$ cat src/emp_pkg.sv
// Constants, field layouts and carrier types of the external memory port configuration block
package emp_pkg;
    localparam int EMP_DW = 24;
    localparam int EMP_EXT_AW = 18;
    localparam int EMP_CMP_W = 12;
    localparam int EMP_SWAP_W = 8;
    localparam int EMP_AREAS = 4;

    // ------------------------------------------------------------
    // Register indices on the core register port
    // ------------------------------------------------------------
    localparam logic [3:0] EMP_REG_PLL = 4'h0;
    localparam logic [3:0] EMP_REG_BCR = 4'h1;
    localparam logic [3:0] EMP_REG_AREA_ATTRIBUTE_0 = 4'h2;
    localparam logic [3:0] EMP_REG_AREA_ATTRIBUTE_3 = 4'h5;
    localparam logic [3:0] EMP_REG_OMR = 4'h6;
    localparam logic [3:0] EMP_REG_SR = 4'h7;

    // ------------------------------------------------------------
    // Field positions
    // ------------------------------------------------------------
    localparam int PLL_MF_LSB = 0;
    localparam int PLL_DF_LSB = 12;
    localparam int PLL_XLOW_BIT = 15;
    localparam int PLL_XDIS_BIT = 16;
    localparam int PLL_STOP_BIT = 17;
    localparam int PLL_EN_BIT = 18;
    localparam int PLL_CKDIS_BIT = 19;
    localparam int PLL_PD_LSB = 20;
    localparam int BCR_WS1_LSB = 5;
    localparam int BCR_WS2_LSB = 10;
    localparam int BCR_WS3_LSB = 13;
    localparam int BCR_WSD_LSB = 16;
    localparam int BCR_STAT_BIT = 21;
    localparam int BCR_LOCK_BIT = 22;
    localparam int BCR_REQH_BIT = 23;
    localparam int AAR_POL_BIT = 2;
    localparam int AAR_PEN_BIT = 3;
    localparam int AAR_XEN_BIT = 4;
    localparam int AAR_YEN_BIT = 5;
    localparam int AAR_SWAP_BIT = 6;
    localparam int AAR_PACK_BIT = 7;
    localparam int AAR_NCMP_LSB = 8;
    localparam int AAR_CMPV_LSB = 12;
    localparam int OMR_EBD_BIT = 4;
    localparam int OMR_MSW_BIT = 7;
    localparam int OMR_TAS_BIT = 11;
    localparam int OMR_BRT_BIT = 12;
    localparam int OMR_APD_BIT = 14;
    localparam int SR_COMPAT_BIT = 13;
    localparam int SR_CACHE_BIT = 19;

    localparam logic [1:0] AAR_TYPE_SYNC = 2'h0;
    localparam logic [1:0] AAR_TYPE_ASYNC = 2'h1;
    localparam logic [1:0] AAR_TYPE_DRAM = 2'h2;
    localparam logic [3:0] AAR_NCMP_MAX = 4'hC;

    localparam logic [1:0] EMP_SPACE_P = 2'h0;
    localparam logic [1:0] EMP_SPACE_X = 2'h1;
    localparam logic [1:0] EMP_SPACE_Y = 2'h2;

    // ------------------------------------------------------------
    // Reset values and sequencing constants
    // ------------------------------------------------------------
    localparam logic [23:0] PLL_RST = 24'h000000;
    localparam logic [23:0] BCR_RST = 24'h1FFFFF;
    localparam logic [23:0] AAR_RST = 24'h000000;
    localparam logic [23:0] OMR_RST = 24'h000000;
    localparam logic [23:0] SR_RST = 24'h080000;
    localparam logic [23:0] EMP_BOOT_ADDR = 24'hC00000;
    localparam logic [3:0] EMP_BOOT_MODE = 4'h0;
    localparam logic [1:0] EMP_HOLD_CYC = 2'h2;
    localparam logic [1:0] EMP_STRAP_WAIT = 2'h2;

    typedef enum logic [3:0] {
        EMP_IDLE = 4'b0001,
        EMP_SETUP = 4'b0010,
        EMP_STROBE = 4'b0100,
        EMP_HOLD = 4'b1000
    } emp_state_type;

    typedef struct packed {
        logic [23:0] addr;
        logic [1:0] space;
        logic write;
        logic [23:0] wdata;
    } emp_acc_type;

    typedef struct packed {
        logic [4:0] prediv;
        logic [12:0] mult;
        logic [7:0] lpdiv;
        logic [12:0] freq_num;
        logic [11:0] freq_den;
        logic crystal_drive_out_low;
        logic crystal_drive_out_dis;
        logic stop_run;
        logic pll_en;
        logic clkout_dis;
    } emp_clk_cfg_type;

    typedef struct packed {
        logic [3:0] op_mode;
        logic ext_disable;
        logic mem_switch;
        logic ta_sync;
        logic fast_release;
        logic any_combo;
        logic lock_hold;
        logic req_hold;
        logic cache_en;
        logic compat16;
        logic [3:0] dma_pack;
    } emp_mode_type;
endpackage

$ cat src/emp_area_match.sv
// Address and space comparator of one attribute area
`timescale 1ns/1ps
`default_nettype none
module emp_area_match
    import emp_pkg::*;
#(
    parameter int ADDR_W = 24,
    parameter int CMP_W = 12
)
(
    input wire logic [23:0] aar,
    input wire logic [ADDR_W-1:0] addr,
    input wire logic [1:0] space,
    output logic hit
);
    initial
    begin
        if (CMP_W > ADDR_W || CMP_W != EMP_CMP_W)
            $error("emp_area_match: compare width unsupported");
    end

    logic [3:0] ncmp;
    logic [CMP_W-1:0] mask;
    logic space_ok;

    // Counts above twelve behave as a full compare
    assign ncmp = (aar[AAR_NCMP_LSB +: 4] > AAR_NCMP_MAX) ? AAR_NCMP_MAX : aar[AAR_NCMP_LSB +: 4];

    genvar i;
    generate
        for (i = 0; i < CMP_W; i++)
        begin : g_mask
            assign mask[i] = (5'(i) >= (5'(CMP_W) - {1'b0, ncmp}));
        end
    endgenerate

    always_comb
    begin
        unique case (space)
            EMP_SPACE_P: space_ok = aar[AAR_PEN_BIT];
            EMP_SPACE_X: space_ok = aar[AAR_XEN_BIT];
            EMP_SPACE_Y: space_ok = aar[AAR_YEN_BIT];
            default: space_ok = 1'b0;
        endcase
    end

    assign hit = space_ok && (((addr[ADDR_W-1 -: CMP_W] ^ aar[AAR_CMPV_LSB +: CMP_W]) & mask) == '0);
endmodule
`default_nettype wire

$ cat src/emp_port_ctrl.sv
// External memory port configuration registers and asynchronous access sequencer
`timescale 1ns/1ps
`default_nettype none
module emp_port_ctrl
    import emp_pkg::*;
#(
    parameter int AREAS = 4
)
(
    input wire logic clk,
    input wire logic sys_rst,
    input wire logic reg_wr,
    input wire logic reg_rd,
    input wire logic [3:0] reg_addr,
    input wire logic [23:0] reg_wdata,
    output logic [23:0] reg_rdata,
    input wire logic acc_req,
    input wire emp_acc_type acc_cmd,
    output logic acc_busy,
    output logic acc_done,
    output logic acc_err,
    output logic [23:0] acc_rdata,
    input wire logic [3:0] boot_mode_bits,
    output logic boot_fetch,
    output logic [23:0] boot_addr,
    output logic [17:0] ext_addr,
    output logic [3:0] area_select_pin,
    output logic rd_n,
    output logic wr_n,
    input wire logic [23:0] ext_data_in,
    output logic [23:0] ext_data_out,
    output logic ext_data_oe,
    output emp_clk_cfg_type clk_cfg,
    output emp_mode_type mode_cfg
);
    initial
    begin
        if (AREAS != EMP_AREAS)
            $error("emp_port_ctrl: exactly four attribute areas supported");
    end

    // ------------------------------------------------------------
    // Registers
    // ------------------------------------------------------------
    logic [23:0] pll_r, bcr_r, omr_r, sr_r;
    logic [23:0] aar_r [EMP_AREAS];
    logic area_attribute_0_init_r;
    emp_state_type state_r, state_nxt;
    emp_acc_type cur_r, src;
    logic [5:0] cnt_r, len_nxt, exp_len_r;
    logic [1:0] hcnt_r, strap_cnt_r;
    logic [3:0] mode_s1_r, mode_s2_r;
    logic [23:0] din_s1_r, din_s2_r;
    logic [3:0] hit, pin_nxt;
    logic [4:0] ws_sel;
    logic [1:0] type_sel;
    logic swap_sel, take, refuse;

    always_ff @(posedge clk)
    begin
        if (sys_rst)
        begin
            pll_r <= PLL_RST;
            bcr_r <= BCR_RST;
            sr_r <= SR_RST;
        end
        else if (reg_wr)
        begin
            if (reg_addr == EMP_REG_PLL)
                pll_r <= reg_wdata;
            if (reg_addr == EMP_REG_BCR)
                bcr_r <= reg_wdata;
            if (reg_addr == EMP_REG_SR)
                sr_r <= reg_wdata;
        end
    end

    genvar g;
    generate
        for (g = 0; g < EMP_AREAS; g++)
        begin : g_area
            always_ff @(posedge clk)
            begin
                if (sys_rst)
                    aar_r[g] <= AAR_RST;
                else if (reg_wr && reg_addr == EMP_REG_AREA_ATTRIBUTE_0 + 4'(g))
                    aar_r[g] <= reg_wdata;
            end
            emp_area_match #(.ADDR_W(EMP_DW), .CMP_W(EMP_CMP_W)) u_match (
                .aar(aar_r[g]),
                .addr(src.addr),
                .space(src.space),
                .hit(hit[g])
            );
        end
    endgenerate

    always_ff @(posedge clk)
    begin
        if (sys_rst)
            area_attribute_0_init_r <= 1'b0;
        else if (reg_wr && reg_addr == EMP_REG_AREA_ATTRIBUTE_0)
            area_attribute_0_init_r <= 1'b1;
    end

    // ------------------------------------------------------------
    // Boot strap capture
    // ------------------------------------------------------------
    always_ff @(posedge clk)
    begin
        mode_s1_r <= boot_mode_bits;
        mode_s2_r <= mode_s1_r;
        din_s1_r <= ext_data_in;
        din_s2_r <= din_s1_r;
    end

    // Strap is read after the synchroniser has refilled
    always_ff @(posedge clk)
    begin
        if (sys_rst)
            strap_cnt_r <= EMP_STRAP_WAIT;
        else if (strap_cnt_r != 2'h0)
            strap_cnt_r <= strap_cnt_r - 2'h1;
    end

    always_ff @(posedge clk)
    begin
        if (sys_rst)
            omr_r <= OMR_RST;
        else if (strap_cnt_r == 2'h1)
            omr_r[3:0] <= mode_s2_r;
        else if (reg_wr && reg_addr == EMP_REG_OMR)
            omr_r <= reg_wdata;
    end

    always_ff @(posedge clk)
    begin
        if (sys_rst)
        begin
            boot_fetch <= 1'b0;
            boot_addr <= 24'h000000;
        end
        else
        begin
            boot_fetch <= (strap_cnt_r == 2'h1) && (mode_s2_r == EMP_BOOT_MODE);
            boot_addr <= EMP_BOOT_ADDR;
        end
    end

    // ------------------------------------------------------------
    // Register readback
    // ------------------------------------------------------------
    always_ff @(posedge clk)
    begin
        if (sys_rst)
            reg_rdata <= 24'h000000;
        else if (reg_rd)
        begin
            if (reg_addr == EMP_REG_PLL)
                reg_rdata <= pll_r;
            else if (reg_addr == EMP_REG_BCR)
                reg_rdata <= {bcr_r[23:22], state_r != EMP_IDLE, bcr_r[20:0]};
            else if (reg_addr >= EMP_REG_AREA_ATTRIBUTE_0 && reg_addr <= EMP_REG_AREA_ATTRIBUTE_3)
                reg_rdata <= aar_r[2'(reg_addr - EMP_REG_AREA_ATTRIBUTE_0)];
            else if (reg_addr == EMP_REG_OMR)
                reg_rdata <= omr_r;
            else if (reg_addr == EMP_REG_SR)
                reg_rdata <= sr_r;
            else
                reg_rdata <= 24'h000000;
        end
    end

    // ------------------------------------------------------------
    // Clock and mode configuration outputs
    // ------------------------------------------------------------
    always_ff @(posedge clk)
    begin
        if (sys_rst)
            clk_cfg <= '0;
        else
        begin
            clk_cfg.prediv <= {1'b0, pll_r[PLL_PD_LSB +: 4]} + 5'h01;
            clk_cfg.mult <= {1'b0, pll_r[PLL_MF_LSB +: 12]} + 13'h0001;
            clk_cfg.lpdiv <= 8'h01 << pll_r[PLL_DF_LSB +: 3];
            clk_cfg.freq_num <= {1'b0, pll_r[PLL_MF_LSB +: 12]} + 13'h0001;
            clk_cfg.freq_den <= 12'({7'h00, {1'b0, pll_r[PLL_PD_LSB +: 4]} + 5'h01} << pll_r[PLL_DF_LSB +: 3]);
            clk_cfg.crystal_drive_out_low <= pll_r[PLL_XLOW_BIT];
            clk_cfg.crystal_drive_out_dis <= pll_r[PLL_XDIS_BIT];
            clk_cfg.stop_run <= pll_r[PLL_STOP_BIT];
            clk_cfg.pll_en <= pll_r[PLL_EN_BIT];
            clk_cfg.clkout_dis <= pll_r[PLL_CKDIS_BIT];
        end
    end

    always_ff @(posedge clk)
    begin
        if (sys_rst)
            mode_cfg <= '0;
        else
        begin
            mode_cfg.op_mode <= omr_r[3:0];
            mode_cfg.ext_disable <= omr_r[OMR_EBD_BIT];
            mode_cfg.mem_switch <= omr_r[OMR_MSW_BIT];
            mode_cfg.ta_sync <= omr_r[OMR_TAS_BIT];
            mode_cfg.fast_release <= omr_r[OMR_BRT_BIT];
            mode_cfg.any_combo <= omr_r[OMR_APD_BIT];
            mode_cfg.lock_hold <= bcr_r[BCR_LOCK_BIT];
            mode_cfg.req_hold <= bcr_r[BCR_REQH_BIT];
            mode_cfg.cache_en <= sr_r[SR_CACHE_BIT];
            mode_cfg.compat16 <= sr_r[SR_COMPAT_BIT];
            for (int k = 0; k < EMP_AREAS; k++)
                mode_cfg.dma_pack[k] <= aar_r[k][AAR_PACK_BIT];
        end
    end

    // ------------------------------------------------------------
    // Area selection and wait length
    // ------------------------------------------------------------
    // Hits look at the incoming command while idle so pins land with the address
    assign src = (state_r == EMP_IDLE) ? acc_cmd : cur_r;

    always_comb
    begin
        logic seen;
        seen = 1'b0;
        ws_sel = bcr_r[BCR_WSD_LSB +: 5];
        type_sel = AAR_TYPE_ASYNC;
        swap_sel = 1'b0;
        if (hit[0])
        begin
            ws_sel = bcr_r[4:0];
            type_sel = aar_r[0][1:0];
            swap_sel = aar_r[0][AAR_SWAP_BIT];
        end
        else if (hit[1])
        begin
            ws_sel = bcr_r[BCR_WS1_LSB +: 5];
            type_sel = aar_r[1][1:0];
            swap_sel = aar_r[1][AAR_SWAP_BIT];
        end
        else if (hit[2])
        begin
            ws_sel = {2'b00, bcr_r[BCR_WS2_LSB +: 3]};
            type_sel = aar_r[2][1:0];
            swap_sel = aar_r[2][AAR_SWAP_BIT];
        end
        else if (hit[3])
        begin
            ws_sel = {2'b00, bcr_r[BCR_WS3_LSB +: 3]};
            type_sel = aar_r[3][1:0];
            swap_sel = aar_r[3][AAR_SWAP_BIT];
        end
        // One strobe cycle plus waits plus the address-stability penalty
        len_nxt = 6'h01 + {1'b0, ws_sel} + {5'h00, type_sel == AAR_TYPE_ASYNC};
        pin_nxt = 4'h0;
        for (int k = 0; k < EMP_AREAS; k++)
        begin
            logic sel;
            sel = hit[k] && (omr_r[OMR_APD_BIT] || !seen) && (state_nxt != EMP_IDLE);
            seen = seen | hit[k];
            pin_nxt[k] = sel ? aar_r[k][AAR_POL_BIT] : !aar_r[k][AAR_POL_BIT];
        end
        if (!area_attribute_0_init_r)
            pin_nxt[0] = 1'b1;
    end

    // ------------------------------------------------------------
    // Access sequencer
    // ------------------------------------------------------------
    assign take = acc_req && (state_r == EMP_IDLE);
    assign refuse = take && omr_r[OMR_EBD_BIT];

    always_comb
    begin
        state_nxt = state_r;
        unique case (state_r)
            EMP_IDLE: if (take && !refuse) state_nxt = EMP_SETUP;
            EMP_SETUP: state_nxt = EMP_STROBE;
            EMP_STROBE: if (cnt_r == 6'h00) state_nxt = EMP_HOLD;
            EMP_HOLD: if (hcnt_r == 2'h0) state_nxt = EMP_IDLE;
        endcase
    end

    always_ff @(posedge clk)
    begin
        if (sys_rst)
        begin
            state_r <= EMP_IDLE;
            cur_r <= '0;
            cnt_r <= 6'h00;
            exp_len_r <= 6'h00;
            hcnt_r <= 2'h0;
        end
        else
        begin
            state_r <= state_nxt;
            if (take)
                cur_r <= acc_cmd;
            if (state_r == EMP_SETUP)
            begin
                cnt_r <= len_nxt - 6'h01;
                exp_len_r <= len_nxt;
            end
            else if (state_r == EMP_STROBE && cnt_r != 6'h00)
                cnt_r <= cnt_r - 6'h01;
            if (state_r == EMP_STROBE)
                hcnt_r <= EMP_HOLD_CYC - 2'h1;
            else if (hcnt_r != 2'h0)
                hcnt_r <= hcnt_r - 2'h1;
        end
    end

    // Address lines keep their last value between accesses
    always_ff @(posedge clk)
    begin
        if (sys_rst)
        begin
            ext_addr <= 18'h00000;
            area_select_pin <= 4'hF;
            ext_data_out <= 24'h000000;
        end
        else
        begin
            if (take && !refuse)
                ext_addr <= swap_sel ? {src.addr[EMP_SWAP_W-1:0], src.addr[EMP_EXT_AW-1:EMP_SWAP_W]}
                                     : src.addr[EMP_EXT_AW-1:0];
            area_select_pin <= pin_nxt;
            if (state_r == EMP_SETUP && cur_r.write)
                ext_data_out <= cur_r.wdata;
        end
    end

    always_ff @(posedge clk)
    begin
        if (sys_rst)
        begin
            rd_n <= 1'b1;
            wr_n <= 1'b1;
            ext_data_oe <= 1'b0;
        end
        else
        begin
            rd_n <= !(state_nxt == EMP_STROBE && !cur_r.write);
            wr_n <= !(state_nxt == EMP_STROBE && cur_r.write);
            // Data stays driven through hold, after the write strobe is released
            ext_data_oe <= cur_r.write && (state_nxt == EMP_STROBE || state_nxt == EMP_HOLD);
        end
    end

    // Synchronised data reflects the pins at the strobe release edge
    always_ff @(posedge clk)
    begin
        if (sys_rst)
        begin
            acc_rdata <= 24'h000000;
            acc_done <= 1'b0;
            acc_err <= 1'b0;
            acc_busy <= 1'b0;
        end
        else
        begin
            if (state_r == EMP_HOLD && hcnt_r == 2'h0 && !cur_r.write)
                acc_rdata <= din_s2_r;
            acc_done <= refuse || (state_r == EMP_HOLD && hcnt_r == 2'h0);
            acc_err <= refuse;
            acc_busy <= state_nxt != EMP_IDLE;
        end
    end

    logic [5:0] low_cnt;
    always_ff @(posedge clk)
    begin
        if (sys_rst || (rd_n && wr_n))
            low_cnt <= 6'h00;
        else
            low_cnt <= low_cnt + 6'h01;
    end
endmodule
`default_nettype wire

$ cat config.mk
export PLATFORM = sky130hd
export DESIGN_NAME = emp_port_ctrl
export DESIGN_NICKNAME = d
export VERILOG_FILES = /design/src/emp_pkg.sv /design/src/emp_area_match.sv /design/src/emp_port_ctrl.sv
export SDC_FILE = /design/constraint.sdc
export NUM_CORES = 1
export LEC_CHECK = 0
export BUFFER_PORTS_ARGS = -buffer_cell sky130_fd_sc_hd__buf_2
export CAP_MARGIN = 20
export CORE_MARGIN = 4
export CORE_UTILIZATION = 57
export DETAILED_ROUTE_END_ITERATION = 8
export GPL_ROUTABILITY_DRIVEN = 0
export PLACE_DENSITY = 0.8
export SLEW_MARGIN = 0
export SYNTH_ARGS = -nofsm -noshare
export SYNTH_HDL_FRONTEND = slang
export SYNTH_SLANG_ARGS = --single-unit
$ cat constraint.sdc
create_clock -name clk -period 4.72 [get_ports clk]
set_clock_uncertainty 0.2 [all_clocks]
set_input_delay 0.236 -clock clk [delete_from_list [all_inputs] [get_ports clk]]
set_output_delay 0.236 -clock clk [all_outputs]
set_load 0.1 [all_outputs]
# --- Yosys cells after proc, flatten, opt, wreduce, memory -nomap -nowiden ---
# Memory sizes are Yosys's and may differ from the RTL's.
# Index checks and enable logic that the tools add are counted.
classes:
  n_addsub: 13
  order_cmp: 54
  eq_ne: 19
  n_shift: 2
  muxes: 60
  bitwise: 16
  reduce_logical: 65
op_table:
  columns: ["op", "n"]
  rows:
  - ["$mux W24", 10]
  - ["$ge A3 B5 Y1 const A", 16]
  - ["$ge A4 B5 Y1 const A", 16]
  - ["$mux W51", 1]
  - ["$and A12 B12 Y12", 4]
  - ["$logic_not A12 Y1", 4]
  - ["$xor A12 B12 Y12", 4]
  - ["$ge A1 B5 Y1 const A", 8]
  - ["$ge A2 B5 Y1 const A", 8]
  - ["$mux W4", 9]
  - ["$logic_and A1 B1 Y1", 28]
  - ["$eq A4 B3 Y1 const B", 6]
  - ["$mux W1", 24]
  - ["$mux W5", 4]
  - ["$sub A4 B4 Y5 const A", 4]
  - ["$mux W18", 1]
  - ["$gt A4 B4 Y1 const B", 4]
  - ["$pmux W4 S4", 1]
  - ["$add A12 B1 Y13 const B", 1]
  - ["$eq A4 B2 Y1 const B", 3]
  - ["$mux W6", 2]
  - ["$pmux W1 S3", 4]
  - ["$shl A5 B3 Y12", 1]
  - ["$sub A6 B1 Y6 const B", 2]
  - ["25 further kinds", 64]
word_totals:
  ff_bits: 403
  ramBits: 96
  n_memories: 1
mem_list:
  columns: ["name", "words", "word_bits", "read_ports", "rd_clocked_by_memory_dff", "write_ports", "line", "rtl"]
  rows:
  - ["aar_r", 4, 24, 5, 0, 4, "emp_port_ctrl.sv:46", "logic [23:0] aar_r [EMP_AREAS];"]

# --- Longest topological paths before layout ---
# Gate-level depths: netlist of the first run.
# An unclocked memory read counts as a cell.
logic_depth:
  depth_word: 16
  mapped_depth: 21
  depth_no_buf: 19

# --- Hierarchy ---
# From an unflattened synthesis of the first run, not the netlist that was laid out.
unflattened:
  hier_cells: 2206
  area_unflattened_um2: 20866.3
modules_own_cells:
  columns: ["mod", "n_inst", "cells_per_inst", "area_per_inst_um2"]
  rows:
  - ["emp_port_ctrl", 1, 1946, 18924.4]
  - ["emp_area_match", 4, 65, 485.5]

# --- Worst setup path before layout of the first run ---
# OpenSTA, ideal clock, no wires.
synth_path:
  kind: "reg-to-reg"
  from: "mem aar_r[3][11]"
  to: "reg cnt_r[4]"
  t_arrival_ps: 3629
  required_time_ps: 4434
  setup_slack_ps: 805
  path_stages_with_launch: 21
  path_buffers: 2
  cell_sequence: "edfxtp_1 clkbuf_1 nand2_1 nand2_1 ha_1 clkbuf_1 nand2b_1 o31ai_1 a211oi_1 a2111oi_0 nand4b_1 nor2_2 mux2i_1 o21ai_0 mux2i_1 o21ai_0 ha_1 ha_1 nand3_1 xnor2_1 a211oi_1"
synth_rtl:
  columns: ["element", "line", "rtl"]
  rows:
  - ["from (decl)", "emp_port_ctrl.sv:46", null]
  - ["to (signal assigned)", "emp_port_ctrl.sv:302", "cnt_r <= len_nxt - 6'h01;"]
  - ["to (signal assigned)", "emp_port_ctrl.sv:306", "cnt_r <= cnt_r - 6'h01;"]
  - ["to (decl)", "emp_port_ctrl.sv:50", "logic [5:0] cnt_r, len_nxt, exp_len_r;"]

==> run metrics, run 1 <==
status=finished clean; Pleak=0.009870 uW; placed insts=2,722; worst-margin pin slew=1.082 ns; Synth top area share=37.47%; CP Capture Type=register; worst hold path type=input port to register; via count=17,010; largest family of logic cells by synthesized area=simple AND/OR/NAND/NOR gates; Max Cap Viol=0; relative slew slack=27.67%; nets=2,570; area of the multi-input gates=8564 um2; PwrDens=411.5 nW/um2; largest net degree at the start of global routing=175; post-route minimum period=4.605 ns; RSZ-0062 raised after global routing=yes; post-route cell area=23,970 um2; drt wl/cell=20.60 um; Syn Inst Count=2,102; Die Width=193.5 um; CTS H-tree lvls=2; initial antenna violation count=1; Simple-Gate Fraction of Synth Area=20.03%; Final setup viols=0; gr ovfl total=0; # rows=67; sequential share of the synthesized area=52.17%; Die Ht=193.5 um; total wire length=60,170 um; Final period util=97.56%; number of synthesized flops with an enable pin=96; Synth area leaders=dfxtp_1, edfxtp_1, nand2_1; non-filler cells, final=2,921; adder-cell share of the synthesized area=1.404%; layout overhead on the synthesized area=22.23%; area leader, netlist=dfxtp_1; synthesized area=19,610 um2; dpl hpwl=39,750 um; die area=37,430 um2; Vias/cell=5.825; register area=10,230 um2; Startpoint Class=register; Final Core Density=71.13%; IO Port Bufs=287; Max FO, Critical Path=9; worst hold slack=0.04258 ns; mux cell area share after synthesis=5.889%; data required time of the worst path=4.97 ns; worst setup margin=0.1151 ns; Core ar.=33,700 um2; fin. max-slew vios=0; layout cells sized above 1=19.13%; syn avg cell area=9.329 um2; vias in the first global route=16,710; dpl cell area=21,220 um2; DR DRC count=0; most common cell after layout, fill and taps aside=nand2_1; FMAX=0.2172 GHz; flops & latches, synth=463; FILL cells=2,423; Ys Warns=0; first-pass GRT wire length=93,180 um; clock slew at reported path FFs=0.06 ns; most frequent cells in the layout=nand2_1, dfxtp_1, buf_2, a21oi_1, and2_1; Routed Antenna Nets=0; antenna cells=0; most frequently used flop master after synthesis=dfxtp_1; clk buf depth=3; cts bufs inserted=46; Root Driver=clkbuf_16; TritonCTS clock tree=built; crit path DAT=4.85 ns; Clock Latency Late Sink=0.56 ns; GRT Overall Usage=30.58%; Post-Synth XOR/XNOR Area=3.171%; num ports=310; crit path kind=register to register; DRT Pass-1 Iters=6; Async SR Flop Fraction=0%; CTS sink count=463; worst vdd ir=0.2951 mV; Fin. Hold Viols=0; dpl ws=0.2056 ns; Compound-Gate Fraction of Synth Area=12.51%; initial DRC count=1,619; effective utilization at floorplan=58.19%; Cell variety after synth=80
-- path summary, 6_finish.rpt --
check	cells after the start	from	to	slack, ns
worst min-delay path	5	reg_wr	omr_r[2]	0.04
worst min register to register	0	din_s1_r[3]	din_s2_r[3]	0.13
worst max register to register	18	aar_r[3][11]	cnt_r[4]	0.12
worst max-delay path	18	aar_r[3][11]	cnt_r[4]	0.12
-- routing by layer --
metal  track usage, %  up-vias  wire length, um
met2            50.14      984            28090
met4            13.61        2             2959
met3            6.888      204             5962
li1                 -     7791                -
met1            38.98     8033            23150
met5                0        -                7
-- sequential cells by signal, summed over array words and instances (netlist names), 2 cells and up --
name,flops
ext_addr,18
aar_r,96
sr_r,24
strap_cnt_r,2
cur_r,39
state_r,4
area_select_pin,4
reg_rdata,24
cnt_r,6
bcr_r,23
din_s1_r,24
acc_rdata,24
din_s2_r,24
clk_cfg,43
pll_r,24
mode_s2_r,4
mode_s1_r,4
hcnt_r,2
omr_r,24
ext_data_out,24
mode_cfg,17
-- worst max-delay path, cell delays in order (launching register included) --
cell and delay [ns]:
edfxtp_1 0.51, nand2_1 0.19, nand2_1 0.16, ha_2 0.30, nand2b_1 0.24, o31ai_1 0.28, a211oi_1 0.15, a2111oi_2 0.38
nand4b_1 0.27, nor2_4 0.21, buf_4 0.13, mux2_1 0.30, o211ai_1 0.21, and2_1 0.23, inv_1 0.08, ha_1 0.23
nand3_1 0.09, xnor2_1 0.08, a211oi_1 0.27
-- what timing repair did --
| action | 4_1_cts | 5_1_grt |
|---|---|---|
| resized for setup | 0 | 6 |
| endpoints found under the setup margin | 0 | 11 |
| hold endpoints to repair | 277 | 0 |
| hold buffers | 105 | 0 |
| setup buffers | 0 | 9 |
-- area by class of cell --
cell class,count,area share (%)
tap,448,2.339
timing repair buffer,439,12.03
clock inverter,15,0.8456
sequential,463,42.68
clock buffer,70,5.873
multi-input combinational,1454,35.73
inverter,32,0.5011
-- cell families (layout without fill, tap and decap cells) --
group / Yosys count / after routing
AOI/OAI and AO/OA: 409 / 409
xor gates and xnor gates: 71 / 71
adders and majority gates: 22 / 22
buffers and inverters: 206 / 556
DFF: 463 / 463
muxes: 84 / 84
other: 1 / 22
and+or+nand+nor: 846 / 846
-- synthesized netlist by cell type (3+ instances only) --
library cell	n
nand3_1	43
mux2_2	3
mux4_2	24
buf_1	11
nor2_1	105
o31ai_1	3
or2_2	10
nor4b_1	3
a31oi_1	4
or3_1	6
xor2_1	23
nor3_1	47
buf_4	37
nor4_1	3
a221o_1	25
a211oi_1	8
o22ai_1	7
buf_2	6
o211ai_1	7
clkbuf_1	117
inv_1	32
o21ai_1	4
a21o_1	4
o21ai_0	66
dfxtp_1	367
nand2_1	428
nand2b_1	13
and3_1	14
edfxtp_1	96
nor2b_1	42
nor3b_1	3
o2bb2ai_1	5
xnor2_1	48
buf_6	3
a21oi_1	233
and2_1	107
a22oi_1	12
nand4b_1	4
nand3b_1	3
ha_1	22
mux2i_1	54
-- where the power goes --
group | internal (uW) | switching (uW) | total (uW)
sequential | 4220 | 136 | 4360
clock | 2290 | 1560 | 3850
combinational | 530 | 1120 | 1650
-- metrics by stage --
stage	total power, uW	setup TNS [ns]
finish	9862	0
global route	10150	-0.1057
CTS	9815	0
detailed placement	5964	0
global placement	5920	0
floorplan	5563	0
Note: power is estimated with default switching activity, not from simulation.
==> inputs of run 2 (changes only) <==
--- a/config.mk
+++ b/config.mk
@@ -11,7 +11,7 @@
 export CORE_UTILIZATION = 57
 export DETAILED_ROUTE_END_ITERATION = 8
 export GPL_ROUTABILITY_DRIVEN = 0
-export PLACE_DENSITY = 0.8
+export PLACE_DENSITY = 0.88
 export SLEW_MARGIN = 0
 export SYNTH_ARGS = -nofsm -noshare
 export SYNTH_HDL_FRONTEND = slang
==> run metrics, run 2 (synthesis results as in run 1) <==
status=finished clean; Final period util=96.19%; dpl hpwl=40,570 um; TritonCTS clock tree=built; FMAX=0.2203 GHz; max layer used=met4; placed insts=2,718; die area=37,430 um2; Startpoint Class=register; Sum Neg Setup Slack=0 ns; nets=2,562; Max Cap Viol=0; crit path kind=register to register; Regs by FF count=aar_r: 96 flops, clk_cfg: 43 flops, cur_r: 39 flops; first-pass GRT wire length=95,650 um; clk buf depth=3; via count=17,560; layout overhead on the synthesized area=21.64%; DR DRC count=0; GRT Overall Usage=31.42%; max reg flops=96; initial DRC count=2,250; data required time of the worst path=5.03 ns; post-route minimum period=4.540 ns; worst vdd ir=0.3552 mV; Max FO, Critical Path=20; worst r2r path cells=15; num ports=310; CP Capture Type=register; CTS sink count=463; Root Driver=clkbuf_16; DRT Pass-1 Iters=8; RSZ-0062 raised after global routing=no; non-filler cells, final=2,913; metal3 WL=7087 um; Most flops, register=aar_r; effective utilization at floorplan=58.19%; cts bufs inserted=45; Pleak=0.009811 uW; gr ovfl total=0; Clock Latency Late Sink=0.57 ns; worst hold stages=5; clock slew at reported path FFs=0.06 ns; crit path DAT=4.85 ns; PwrDens=412.6 nW/um2; fin. max-slew vios=0; relative slew slack=22.98%; M1 WL=22,490 um; Core ar.=33,700 um2; Routed Antenna Nets=0; layout cells sized above 1=18.83%; most common cell after layout, fill and taps aside=nand2_1; Die Ht=193.5 um; vias in the first global route=17,080; drt wl/cell=21.44 um; Die Width=193.5 um; FILL cells=2,334; Final setup viols=0; # rows=67; worst-margin pin slew=1.152 ns; met2 routed WL=29,410 um; Fin. Hold Viols=0; initial antenna violation count=1; CTS H-tree lvls=2; largest net degree at the start of global routing=100; most frequent cells in the layout=nand2_1, dfxtp_1, buf_2, a21oi_1, and2_1; IO Port Bufs=287; Vias/cell=6.029; total wire length=62,440 um; worst hold path type=input port to register
==> run 2: final cells by class <==
class	instances	area [um2]	area share [%]
flip-flops and latches	463	10230	42.88
multi-input cells	1454	8552	35.85
repair buffers	432	2810	11.78
clock buffers	61	1287	5.397
well taps	448	560.5	2.350
clock inverters	22	291.5	1.222
inverters	32	120.1	0.5035
diodes	1	2.502	0.01049
==> run 2: through the flow <==
| stage | util (%) | power, uW | hold slack, ns | cell area (um2) | setup WS (ns) |
|---|---|---|---|---|---|
| 2_1_floorplan | - | 5563 | 0.06372 | 19690 | 0.8050 |
| 5_1_grt | 70.78 | 10120 | 0.06234 | 23850 | 0.01180 |
| 4_1_cts | 70.58 | 9790 | 0.03069 | 23790 | 0.1675 |
| 3_5_place_dp | 62.81 | 5964 | 0.1121 | 21170 | 0.2294 |
| 6_report | 70.78 | 9843 | 0.06161 | 23850 | 0.1800 |
| 3_3_place_gp | 62.81 | 5912 | 0.1107 | 21170 | 0.5038 |
==> run 2: worst paths after layout <==
kind | start | endpoint | slack, ns
min | reg_wr | omr_r[0] | 0.06
max reg2reg | aar_r[2][11] | ext_addr[12] | 0.18
min reg2reg | din_s1_r[23] | din_s2_r[23] | 0.13
max | aar_r[2][11] | ext_addr[12] | 0.18
==> run 2: what timing repair did <==
item,4_1_cts,5_1_grt
setup buffers,0,7
endpoints found under the hold margin,273,0
resized for setup,0,4
hold buffers,104,0
setup endpoints to repair,0,6
==> run 2: power by group <==
part	internal (uW)	switching (uW)	total, uW
combinational	526	1130	1660
sequential	4220	135	4360
clock	2260	1570	3820
total	7010	2840	9840
==> run 2: worst max-delay path: stages, from the launching register on <==
cell and delay [ns]:
edfxtp_1 0.47, nand2_1 0.14, nand2_1 0.14, ha_2 0.45, nor4bb_1 0.37, o22ai_1 0.18, a211o_1 0.31, a2bb2oi_1 0.18
nand4b_1 0.24, or2_1 0.38, a311o_1 0.35, a22oi_2 0.16, buf_6 0.26, nor2_1 0.07, a2111oi_0 0.43, a31o_1 0.15
==> run 2: per-layer routing <==
metal / up-vias / global-route usage, %
met5: - / 0
met4: 0 / 14.84
met3: 248 / 7.219
met2: 1270 / 52.61
met1: 8276 / 38.63
li1: 7768 / -
